**src/rtl/async_serial_transceiver_params.svh**
```systemverilog
`ifndef ASYNC_SERIAL_TRANSCEIVER_PARAMS_SVH
`define ASYNC_SERIAL_TRANSCEIVER_PARAMS_SVH
// Serial mode select code that disables the channel
`define MODE_DISABLED 3'h0
// Count source selection codes
`define SRC_DIV1      2'h0
`define SRC_DIV8      2'h1
`define SRC_DIV32     2'h2
`define SRC_EXT       2'h3
// Prescaler masks for the divided main clock
`define PRE_MASK8     5'h07
`define PRE_MASK32    5'h1F
// Flow control arrangement codes
`define FLOW_NONE     2'h0
`define FLOW_CTS      2'h1
`define FLOW_RTS      2'h2
`define FLOW_SPLIT    2'h3
// Sixteen-times bit clock positions
`define OVS_LAST      4'hF
`define OVS_MID       4'h7
`define OVS_ZERO      4'h0
// Character length and reset values
`define DATA_LAST     3'h7
`define BIT_ZERO      3'h0
`define BYTE_RESET    8'h00
`define DIV_RESET     8'h00
`define PRE_RESET     5'h00
`endif

```
**src/rtl/async_serial_transceiver_pkg.sv**
```systemverilog
package async_serial_transceiver_pkg;

  typedef enum logic [2:0] {TX_IDLE, TX_START, TX_DATA, TX_PAR, TX_STOP} tx_state_t;
  typedef enum logic [2:0] {RX_IDLE, RX_START, RX_DATA, RX_PAR, RX_STOP} rx_state_t;

  // State of the two-entry transmit holding buffer
  typedef struct packed {
    logic [1:0][7:0] mem;
    logic            wp;
    logic            rp;
    logic [1:0]      cnt;
  } hold_state_t;

  // State of the transceiver core
  typedef struct packed {
    logic [4:0] pre_cnt;
    logic       ext_q;
    logic [7:0] div_cnt;
    tx_state_t  tx_state;
    logic [3:0] tx_ovs;
    logic [2:0] tx_bit;
    logic [7:0] tx_shift;
    logic       tx_par;
    logic       tx_stop2;
    logic       txd;
    logic       tx_empty;
    logic       tx_irq;
    rx_state_t  rx_state;
    logic [3:0] rx_ovs;
    logic [2:0] rx_bit;
    logic [7:0] rx_shift;
    logic       rx_par;
    logic       rx_prev;
    logic       rx_stop2;
    logic       rx_fe;
    logic [7:0] rx_hold;
    logic       rx_full;
    logic       ovr;
    logic       fe;
    logic       pe;
    logic       rx_irq;
    logic       rts_n;
  } core_state_t;

endpackage

```
**src/rtl/async_serial_transceiver.sv**
```systemverilog
`timescale 1ns/1ps
`include "async_serial_transceiver_params.svh"
module async_serial_transceiver
  import async_serial_transceiver_pkg::*;
(
  // Clock and reset
  input  wire logic       ref_clk,
  input  wire logic       rst_n,
  // Mode and configuration
  input  wire logic [2:0] mode_sel,
  input  wire logic       tx_en,
  input  wire logic       rx_en,
  input  wire logic       parity_en,
  input  wire logic       parity_odd,
  input  wire logic       two_stop,
  input  wire logic [1:0] clk_src_sel,
  input  wire logic [7:0] bit_rate_divider,
  input  wire logic [1:0] flow_mode,
  input  wire logic       ext_clk_pin,
  // Transmit data from software
  input  wire logic [7:0] tx_data,
  input  wire logic       tx_valid,
  output logic            tx_ready,
  // Receive data to software
  output logic [7:0]      rx_data,
  output logic            rx_valid,
  input  wire logic       rx_read,
  // Status
  output logic            tx_empty,
  output logic            tx_irq,
  output logic            rx_irq,
  output logic            overrun_err,
  output logic            framing_err,
  output logic            parity_err,
  output logic            error_sum,
  // Serial line
  output logic            txd,
  input  wire logic       rxd,
  // Flow control pins
  input  wire logic       shared_pin_in,
  output logic            shared_pin_out,
  output logic            shared_pin_oe,
  output logic            separate_rts_pin_out,
  output logic            separate_rts_pin_oe,
  input  wire logic       gpio_out,
  input  wire logic       gpio_oe
);

  core_state_t s_q;
  core_state_t s_d;
  logic        chan_on;
  logic        src_tick;
  logic        tick16;
  logic        cts_used;
  logic        cts_ok;
  logic        rts_used;
  logic [7:0]  buf_data;
  logic        buf_valid;
  logic        buf_take;
  logic        rx_done;
  logic        rx_on;

  assign chan_on = (mode_sel != `MODE_DISABLED);
  assign rx_on   = chan_on && rx_en;

  ////////////////////////////////////////////////////////////////////////////
  // Transmit holding buffer

  tx_hold_buffer u_hold (
    .ref_clk   (ref_clk),
    .rst_n     (rst_n),
    .flush     (!chan_on),
    .in_data   (tx_data),
    .in_valid  (tx_valid),
    .in_ready  (tx_ready),
    .out_data  (buf_data),
    .out_valid (buf_valid),
    .out_ready (buf_take)
  );

  ////////////////////////////////////////////////////////////////////////////
  // Count source, divider and flow control terms

  // Source tick from the divided main clock or the external pin edge
  always_comb begin
    unique case (clk_src_sel)
      `SRC_DIV1:  src_tick = 1'b1;
      `SRC_DIV8:  src_tick = ((s_q.pre_cnt & `PRE_MASK8) == `PRE_RESET);
      `SRC_DIV32: src_tick = ((s_q.pre_cnt & `PRE_MASK32) == `PRE_RESET);
      `SRC_EXT:   src_tick = ext_clk_pin && !s_q.ext_q;
    endcase
  end

  // Sixteen-times bit clock after n plus one source ticks
  assign tick16 = src_tick && (s_q.div_cnt == `DIV_RESET);

  // Flow control arrangement
  assign cts_used = (flow_mode == `FLOW_CTS) || (flow_mode == `FLOW_SPLIT);
  assign rts_used = (flow_mode == `FLOW_RTS) || (flow_mode == `FLOW_SPLIT);
  assign cts_ok   = !cts_used || !shared_pin_in;

  // Load the shifter when idle, enabled, permitted and data waits
  assign buf_take = chan_on && tx_en && buf_valid && cts_ok && tick16 &&
                    (s_q.tx_state == TX_IDLE);

  // Receive frame completes at the middle of the last stop bit
  assign rx_done = rx_on && tick16 && (s_q.rx_state == RX_STOP) &&
                   (s_q.rx_ovs == `OVS_LAST) && (s_q.rx_stop2 || !two_stop);

  ////////////////////////////////////////////////////////////////////////////
  // Next state

  always_comb begin
    s_d        = s_q;
    s_d.tx_irq = 1'b0;
    s_d.rx_irq = 1'b0;
    s_d.ext_q  = ext_clk_pin;
    s_d.pre_cnt = s_q.pre_cnt + 5'h01;

    // Bit-rate divider reload
    if (src_tick) begin
      s_d.div_cnt = (s_q.div_cnt == `DIV_RESET) ? bit_rate_divider : s_q.div_cnt - 8'h01;
    end

    // Transmitter
    if (tick16) begin
      s_d.tx_ovs = s_q.tx_ovs + 4'h1;
      unique case (s_q.tx_state)
        TX_IDLE: begin
          s_d.txd    = 1'b1;
          s_d.tx_ovs = `OVS_ZERO;
          if (buf_take) begin
            s_d.tx_shift = buf_data;
            s_d.tx_par   = parity_odd;
            s_d.tx_bit   = `BIT_ZERO;
            s_d.tx_stop2 = 1'b0;
            s_d.tx_empty = 1'b0;
            s_d.txd      = 1'b0;
            s_d.tx_state = TX_START;
          end
        end
        TX_START: begin
          if (s_q.tx_ovs == `OVS_LAST) begin
            s_d.txd      = s_q.tx_shift[0];
            s_d.tx_state = TX_DATA;
          end
        end
        TX_DATA: begin
          if (s_q.tx_ovs == `OVS_LAST) begin
            s_d.tx_par   = s_q.tx_par ^ s_q.tx_shift[0];
            s_d.tx_shift = {1'b0, s_q.tx_shift[7:1]};
            s_d.tx_bit   = s_q.tx_bit + 3'h1;
            if (s_q.tx_bit == `DATA_LAST) begin
              s_d.tx_state = parity_en ? TX_PAR : TX_STOP;
              s_d.txd      = parity_en ? (s_q.tx_par ^ s_q.tx_shift[0]) : 1'b1;
            end else begin
              s_d.txd = s_q.tx_shift[1];
            end
          end
        end
        TX_PAR: begin
          if (s_q.tx_ovs == `OVS_LAST) begin
            s_d.txd      = 1'b1;
            s_d.tx_state = TX_STOP;
          end
        end
        TX_STOP: begin
          if (s_q.tx_ovs == `OVS_LAST) begin
            if (two_stop && !s_q.tx_stop2) begin
              s_d.tx_stop2 = 1'b1;
            end else begin
              s_d.tx_empty = 1'b1;
              s_d.tx_irq   = 1'b1;
              s_d.tx_state = TX_IDLE;
            end
          end
        end
      endcase
    end
    if (!chan_on) begin
      s_d.tx_state = TX_IDLE;
      s_d.txd      = 1'b1;
      s_d.tx_empty = 1'b1;
    end

    // Receiver
    if (tick16) begin
      s_d.rx_prev = rxd;
      s_d.rx_ovs  = s_q.rx_ovs + 4'h1;
      unique case (s_q.rx_state)
        RX_IDLE: begin
          s_d.rx_ovs = `OVS_ZERO;
          if (rx_on && s_q.rx_prev && !rxd) begin
            s_d.rx_state = RX_START;
            s_d.rts_n    = 1'b1;
          end
        end
        RX_START: begin
          if (s_q.rx_ovs == `OVS_MID - 4'h1) begin
            s_d.rx_ovs   = `OVS_ZERO;
            s_d.rx_bit   = `BIT_ZERO;
            s_d.rx_par   = parity_odd;
            s_d.rx_fe    = 1'b0;
            s_d.rx_stop2 = 1'b0;
            s_d.rx_state = rxd ? RX_IDLE : RX_DATA;
          end
        end
        RX_DATA: begin
          if (s_q.rx_ovs == `OVS_LAST) begin
            s_d.rx_shift = {rxd, s_q.rx_shift[7:1]};
            s_d.rx_par   = s_q.rx_par ^ rxd;
            s_d.rx_bit   = s_q.rx_bit + 3'h1;
            if (s_q.rx_bit == `DATA_LAST) begin
              s_d.rx_state = parity_en ? RX_PAR : RX_STOP;
            end
          end
        end
        RX_PAR: begin
          if (s_q.rx_ovs == `OVS_LAST) begin
            s_d.rx_par   = s_q.rx_par ^ rxd;
            s_d.rx_state = RX_STOP;
          end
        end
        RX_STOP: begin
          if (s_q.rx_ovs == `OVS_LAST) begin
            s_d.rx_fe    = s_q.rx_fe || !rxd;
            s_d.rx_stop2 = 1'b1;
            if (rx_done) begin
              s_d.rx_state = RX_IDLE;
            end
          end
        end
      endcase
    end

    // Reads clear, a completing character wins over a read
    if (rx_read) begin
      s_d.rx_full = 1'b0;
      s_d.fe      = 1'b0;
      s_d.pe      = 1'b0;
    end
    if (rx_done) begin
      s_d.rx_hold = s_q.rx_shift;
      s_d.rx_full = 1'b1;
      s_d.fe      = s_q.rx_fe || !rxd;
      s_d.pe      = parity_en && s_q.rx_par;
      s_d.rts_n   = 1'b0;
      if (s_q.rx_full && !rx_read) begin
        s_d.ovr = 1'b1;
      end else begin
        s_d.rx_irq = 1'b1;
      end
    end

    // Receiver disabled reinitialises holding buffer and errors
    if (!rx_on) begin
      s_d.rx_state = RX_IDLE;
      s_d.rx_full  = 1'b0;
      s_d.ovr      = 1'b0;
      s_d.fe       = 1'b0;
      s_d.pe       = 1'b0;
      s_d.rts_n    = 1'b1;
    end else if (s_q.rx_state == RX_IDLE && !(s_q.rx_prev && !rxd && tick16)) begin
      s_d.rts_n = 1'b0;
    end
  end

  ////////////////////////////////////////////////////////////////////////////
  // State register

  always_ff @(posedge ref_clk or negedge rst_n) begin
    if (!rst_n) begin
      s_q          <= '0;
      s_q.tx_state <= TX_IDLE;
      s_q.rx_state <= RX_IDLE;
      s_q.txd      <= 1'b1;
      s_q.tx_empty <= 1'b1;
      s_q.rx_prev  <= 1'b1;
      s_q.rts_n    <= 1'b1;
    end else begin
      s_q <= s_d;
    end
  end

  ////////////////////////////////////////////////////////////////////////////
  // Outputs

  assign txd         = s_q.txd;
  assign rx_data     = s_q.rx_hold;
  assign rx_valid    = s_q.rx_full;
  assign tx_empty    = s_q.tx_empty;
  assign tx_irq      = s_q.tx_irq;
  assign rx_irq      = s_q.rx_irq;
  assign overrun_err = s_q.ovr;
  assign framing_err = s_q.fe;
  assign parity_err  = s_q.pe;
  assign error_sum   = s_q.ovr || s_q.fe || s_q.pe;

  // Pin roles for each flow arrangement
  always_comb begin
    shared_pin_out       = gpio_out;
    shared_pin_oe        = gpio_oe;
    separate_rts_pin_out = 1'b1;
    separate_rts_pin_oe  = 1'b0;
    unique case (flow_mode)
      `FLOW_NONE: begin
        shared_pin_oe = gpio_oe;
      end
      `FLOW_CTS: begin
        shared_pin_oe = 1'b0;
      end
      `FLOW_RTS: begin
        shared_pin_out = s_q.rts_n;
        shared_pin_oe  = 1'b1;
      end
      `FLOW_SPLIT: begin
        shared_pin_oe        = 1'b0;
        separate_rts_pin_out = s_q.rts_n;
        separate_rts_pin_oe  = 1'b1;
      end
    endcase
  end
endmodule // async_serial_transceiver

```
**src/rtl/tx_hold_buffer.sv**
```systemverilog
`timescale 1ns/1ps
`include "async_serial_transceiver_params.svh"
module tx_hold_buffer
  import async_serial_transceiver_pkg::*;
(
  // Clock and reset
  input  wire logic       ref_clk,
  input  wire logic       rst_n,
  input  wire logic       flush,
  // Filling side
  input  wire logic [7:0] in_data,
  input  wire logic       in_valid,
  output logic            in_ready,
  // Draining side
  output logic [7:0]      out_data,
  output logic            out_valid,
  input  wire logic       out_ready
);

  hold_state_t s_q;
  hold_state_t s_d;
  logic        push;
  logic        pop;

  // Handshake terms
  assign in_ready  = (s_q.cnt != 2'h2);
  assign out_valid = (s_q.cnt != 2'h0);
  assign out_data  = s_q.mem[s_q.rp];
  assign push      = in_valid && in_ready;
  assign pop       = out_valid && out_ready;

  // Next state of the buffer
  always_comb begin
    s_d = s_q;
    if (push) begin
      s_d.mem[s_q.wp] = in_data;
      s_d.wp          = ~s_q.wp;
    end
    if (pop) begin
      s_d.rp = ~s_q.rp;
    end
    s_d.cnt = s_q.cnt + {1'b0, push} - {1'b0, pop};
    if (flush) begin
      s_d.wp  = 1'b0;
      s_d.rp  = 1'b0;
      s_d.cnt = 2'h0;
    end
  end

  // State register
  always_ff @(posedge ref_clk or negedge rst_n) begin
    if (!rst_n) begin
      s_q <= '0;
    end else begin
      s_q <= s_d;
    end
  end
endmodule // tx_hold_buffer

```
**config.mk**
```make
export PLATFORM = sky130hd
export DESIGN_NAME = async_serial_transceiver
export DESIGN_NICKNAME = d
export VERILOG_FILES = /design/src/rtl/async_serial_transceiver_pkg.sv /design/src/rtl/async_serial_transceiver.sv /design/src/rtl/tx_hold_buffer.sv
export VERILOG_INCLUDE_DIRS = /design/src /design/src/rtl
export SDC_FILE = /design/constraint.sdc
export NUM_CORES = 1
export LEC_CHECK = 0
export ABC_CLOCK_PERIOD_IN_PS = 4400
export BUFFER_PORTS_ARGS = -buffer_cell sky130_fd_sc_hd__buf_2
export CAP_MARGIN = 5
export CORE_ASPECT_RATIO = 2
export CORE_MARGIN = 4
export CORE_UTILIZATION = 37
export DETAILED_ROUTE_END_ITERATION = 10
export PLACE_DENSITY = 0.55
export SKIP_CTS_REPAIR_TIMING = 1
export SLEW_MARGIN = 20
export SYNTH_ARGS = -nofsm -noshare
export SYNTH_HDL_FRONTEND = slang
export SYNTH_HIERARCHICAL = 1
export SYNTH_SLANG_ARGS = --single-unit
```
**constraint.sdc**
```tcl
create_clock -name ref_clk -period 4.4 [get_ports ref_clk]
set_input_delay 0 -clock ref_clk [delete_from_list [all_inputs] [get_ports ref_clk]]
set_output_delay 0 -clock ref_clk [all_outputs]
set_load 0.02 [all_outputs]
```
Yosys cells after proc, flatten, opt, wreduce, memory -nomap -nowiden
Cells that the tools add are included.
W data, S select, Z words.
{"block": "classes", "n_reduce_logical": 64, "mux": 75, "n_addsub": 8, "n_bitwise": 4, "n_eq_ne": 54, "order_cmp": 3}
{"op": "$mux W3", "n": 16}
{"op": "$mux W8", "n": 5}
{"op": "$ne A3 B3 Y1 const B", "n": 13}
{"op": "$pmux W3 S5", "n": 2}
{"op": "$mux W12", "n": 2}
{"op": "$pmux W12 S2", "n": 1}
{"op": "$logic_and A1 B1 Y1", "n": 23}
{"op": "$mux W1", "n": 23}
{"op": "$mux W23", "n": 1}
{"op": "$mux W22", "n": 1}
{"op": "$reduce_and A5 Y1", "n": 4}
{"op": "$ne A2 B2 Y1 const B", "n": 9}
{"op": "$bwmux W16", "n": 1}
{"op": "$reduce_and A8 Y1", "n": 2}
{"op": "$mux W15", "n": 1}
{"op": "$mux W2", "n": 7}
{"op": "$eq A3 B2 Y1 const B", "n": 4}
{"op": "$eq A3 B3 Y1 const B", "n": 4}
{"op": "$mux W4", "n": 3}
{"op": "$ne A2 B1 Y1 const B", "n": 6}
{"op": "$reduce_and A4 Y1", "n": 3}
{"op": "$logic_not A5 Y1", "n": 2}
{"op": "$mux W10", "n": 1}
{"op": "$reduce_bool A2 Y1", "n": 5}
{"op": "other kinds (37)", "n": 69}
{"block": "word_totals", "register_bits": 93}

Longest topological paths before layout
{"block": "depth", "word_depth": 13, "ltp_mapped": 14}

Cells and area by module
Netlist, hierarchy kept.
{"mod": "async_serial_transceiver", "instances": 1, "cells_per_inst": 370, "area_per_inst_um2": 3829.9, "seq_area_each_um2": 1831.8}
{"mod": "tx_hold_buffer", "instances": 1, "cells_per_inst": 67, "area_per_inst_um2": 963.4, "seq_area_each_um2": 500.5}

Least setup slack after synthesis
OpenSTA, ideal clock, no wires.
{"block": "synth_path", "path_kind": "register -> register", "startpoint": "register, netlist name s_q[68]", "endpoint": "register u_hold/s_q[1] in the netlist's numbering", "n_path_buf": 2, "synth_period_minus_slack_ps": 2891, "stages_incl_launch_ff": 15, "setup_slack_ps": 1509, "arrival_ps": 2763, "path_cell_list": "dfrtp_1 -> inv_1 -> ha_1 -> or3b_2 -> a32oi_2 -> and3_1 -> buf_2 -> buf_4 -> o21a_1 -> ha_1 -> inv_1 -> ha_1 -> xor2_1 -> and2_1 -> nor3_1"}
{"element": "end signal: assignment", "line_no": "tx_hold_buffer.sv:53", "source": "s_q <= '0;"}
{"element": "end signal: assignment", "line_no": "tx_hold_buffer.sv:55", "source": "s_q <= s_d;"}
{"element": "end: declaration", "line_no": "tx_hold_buffer.sv:20", "source": "hold_state_t s_q;"}

==> flow_metrics.py <==
metrics = {
    "timing": {
        "drv_slew": 0,
        "setup_violations": 0,
        "max_freq_mhz": 328,
        "fin_crit_sh_pct": 69.2,
        "rsz0062_at_grt": "no",
        "holdWs_ps": -27.4,
        "tightest_slew_ps": 890,
        "min_period_ps": 3050,
        "finClkSkew_ps": 6.03,
        "maxSlewHeadroom_pct": 40.2,
        "finalHoldViolations": 1,
        "fin_setup_tns_ps": 0,
    },
    "synthesis": {
        "ys_seq_area_share_pct": 48.7,
        "synth_area_leader_cell": "dfrtp_1",
        "synth.area.top_cells": "dfrtp_1 (46%), mux2_2 (7.8%), o21ai_0 (3.8%)",
        "avgSynthCellArea_sq_um": 11.0,
        "ys_types": 67,
        "synth-edff-count": 0,
        "netlist_area_sq_mm": 0.00479,
        "ys_ff_latch": 93,
        "synthCells": 437,
        "yosys_warnings": 6,
        "yosys_most_used_dff": "dfrtp_1",
        "synth_nets": 486,
        "postSynth.asyncResetShare_pct": 100,
        "synth_top_area_share_pct": 46.5,
    },
    "placed_design": {
        "gp_congestion": 0.840,
        "io_buffer_count": 58,
        "dp_hpwl_um": 8120,
    },
    "cells_and_area": {
        "layout.cells.most_common": "dfrtp_1",
        "multi_input_area_sq_mm": 0.00224,
        "final_cell_mix": "dfrtp_1 (89), buf_2 (57), o21ai_0 (36), mux2_2 (33)",
        "drive_gt1_share_pct": 27.6,
        "synthToLayoutAreaGrowth_pct": 17.5,
        "diodes": 0,
        "seqCellArea_sq_mm": 0.00233,
        "final_core_util_pct": 44.6,
        "layout.nets": 548,
        "fillers": 1239,
    },
    "global_route": {
        "grt_usage_pct": 15.2,
        "overflow": 0,
        "grt_max_degree": 60,
        "grt_pass1_wl_um": 17700,
        "antenna_found_initial": 0,
        "grt_pass1_vias": 3679,
    },
    "clock_tree": {
        "clock-sinks": 93,
        "cts_root_buf": "clkbuf_16",
        "htreeDepth": 3,
        "clockBufferDepth": 2,
        "clk_latency_ps": 340,
        "cts_tree": "built",
        "clkTransAtPathRegs_ps": 60,
        "cts_made_buffers": 9,
    },
    "route": {
        "wl_um": 10700,
        "vias": 3542,
        "firstDrtPassIters": 4,
        "drt_iter0_drc": 80,
        "antenna_left": 0,
        "post_drt_wl_per_cell_um": 16.4,
        "vias_per_cell": 5.42,
        "drc": 0,
    },
    "worst_setup_path": {
        "cp_common_cell": "ha_1",
        "crit_family": "simple AND/OR/NAND/NOR gates",
        "setup.worst_path.start": "s_q[68]",
        "reg2regPathDepth": 13,
        "critical_path.cell_chain": "inv_1, ha_1, or3b_2, a32oi_2, and3_1, buf_4, o21a_1, ha_1, inv_1, ha_1, xor2_1, and2_1, nor3_1",
        "path_class": "flip-flop to flip-flop",
        "worstPathMaxFanout": 17,
        "end_kind": "flip-flop",
        "worst-path-stages": 13,
        "required_ps": 4620,
        "critPathSlowestCell": "or3b_2",
        "start_kind": "flip-flop",
        "path_buf_inv": 3,
        "slowest_delay_ps": 470,
        "r2r_start": "s_q[68]",
        "crit_arrival_ps": 3260,
    },
    "power": {
        "power.net_switching_mw": 0.735,
        "pwr-share-seq_pct": 45.3,
        "swShare_pct": 28.1,
        "clockPowerShare_pct": 32.2,
        "comb_power_share_pct": 22.4,
        "total_leakage_power_nw": 2.57,
        "p_int_mw": 1.88,
        "ir_worst_vdd_uv": 287,
        "powerDensity_mw_per_mm2": 465,
    },
    "run_status": {
        "violations": "negative hold slack",
        "outcome": "finished with violations",
    },
    "die": {
        "ioPinCount": 59,
        "die_w_um": 88.5,
        "die-area_sq_mm": 0.0150,
        "fp.dieH_um": 169,
        "std_cell_rows": 58,
        "core_sq_mm": 0.0126,
        "initial_core_util_pct": 38.0,
    },
    "min_path": {
        "min-delay-start": "parity_odd",
        "hp-class": "primary input to flip-flop",
        "whs_path_depth": 3,
    },
    "flow_run": {
        "cap_violations": 0,
    },
}
-- layer usage --
layer | vias up | global-route usage, % | share of wire [%]
met5 | - | 0 | 0
met4 | 0 | 6.91 | 2.9
met3 | 22 | 2.58 | 3.0
met2 | 68 | 28.2 | 56
met1 | 1734 | 16.1 | 38
li1 | 1718 | - | -
-- state kept, by name (all words and copies together) (netlist names) --
signal,flops
overrun_err,1
u_hold/s_q,20
tx_empty,1
rx_valid,1
rx_data,8
framing_err,1
s_q,57
parity_err,1
rx_irq,1
txd,1
tx_irq,1
-- power by group through the flow --
stage	registers [mW]	logic [mW]	clock network [mW]
detailed placement	1.20	0.585	0
finish	1.19	0.587	0.843
CTS	1.19	0.588	0.874
floorplan	1.16	0.453	0
global route	1.21	0.659	0.902
global placement	1.20	0.569	0
-- worst reg2reg max path, delay by kind of cell (launching register included) --
| kind | cells | cell delay [ps] |
|---|---|---|
| AND/OR/NAND/NOR | 4 | 890 |
| AO/OA/AOI/OAI | 2 | 610 |
| adder cells (fa/ha/maj) | 3 | 520 |
| flip-flops | 1 | 390 |
| buffers and inverters | 3 | 340 |
| XOR/XNOR | 1 | 180 |
-- cell usage after synthesis, types with 7 or more instances --
library cell and count:
nor2b_1 8, nor3b_1 10, nor2_1 24, o31ai_1 7
nand2_1 24, inv_1 17, ha_1 12, nand3_1 11
buf_4 10, o21ai_0 36, clkbuf_1 12, mux2_2 33
mux2_4 9, dfrtp_1 89, nand2b_1 8, nor3_1 8
a21oi_1 9, or3_1 8, a221o_1 7
-- layout make-up --
cell class              instances  area share [%]
well taps                     150            3.33
repair buffers                 77            8.44
multi-input cells             300            39.8
flip-flops and latches         93            41.4
clock buffers                  12            4.56
clock inverters                 4            1.24
inverters                      18            1.20
-- path summary, 6_finish.rpt --
path | slack (ps) | endpoint
max | 1350 | u_hold/s_q[1]
min | -30 | s_q[40]
max reg2reg | 1350 | u_hold/s_q[1]
min reg2reg | 470 | s_q[72]
max in group asynchronous | 3140 | tx_empty
min in group asynchronous | 280 | s_q[58]
-- stage by stage --
step | worst slack [ps] | cells | hold slack (ps) | power [mW] | instance area (sq um)
finish | 1350 | 654 | -27.4 | 2.62 | 5630
global route | 1070 | 654 | 1.62 | 2.78 | 5630
CTS | 1310 | 638 | -241 | 2.65 | 5470
detailed placement | 1330 | 622 | 128 | 1.79 | 5140
global placement | 1420 | 622 | 124 | 1.77 | 5140
floorplan | 1510 | 437 | -296 | 1.61 | 4790
-- logic make-up after synthesis --
| logic type | after synthesis | share of synthesized area [%] |
|---|---|---|
| AOI/OAI and AO/OA | 97 | 14.0 |
| adders and majority gates | 12 | 3.13 |
| xor gates and xnor gates | 5 | 0.914 |
| DFF | 93 | 48.7 |
| buffers and inverters | 44 | 4.59 |
| and+or+nand+nor | 138 | 16.8 |
| muxes | 48 | 11.9 |
Note: power is estimated with default switching activity, not from simulation.
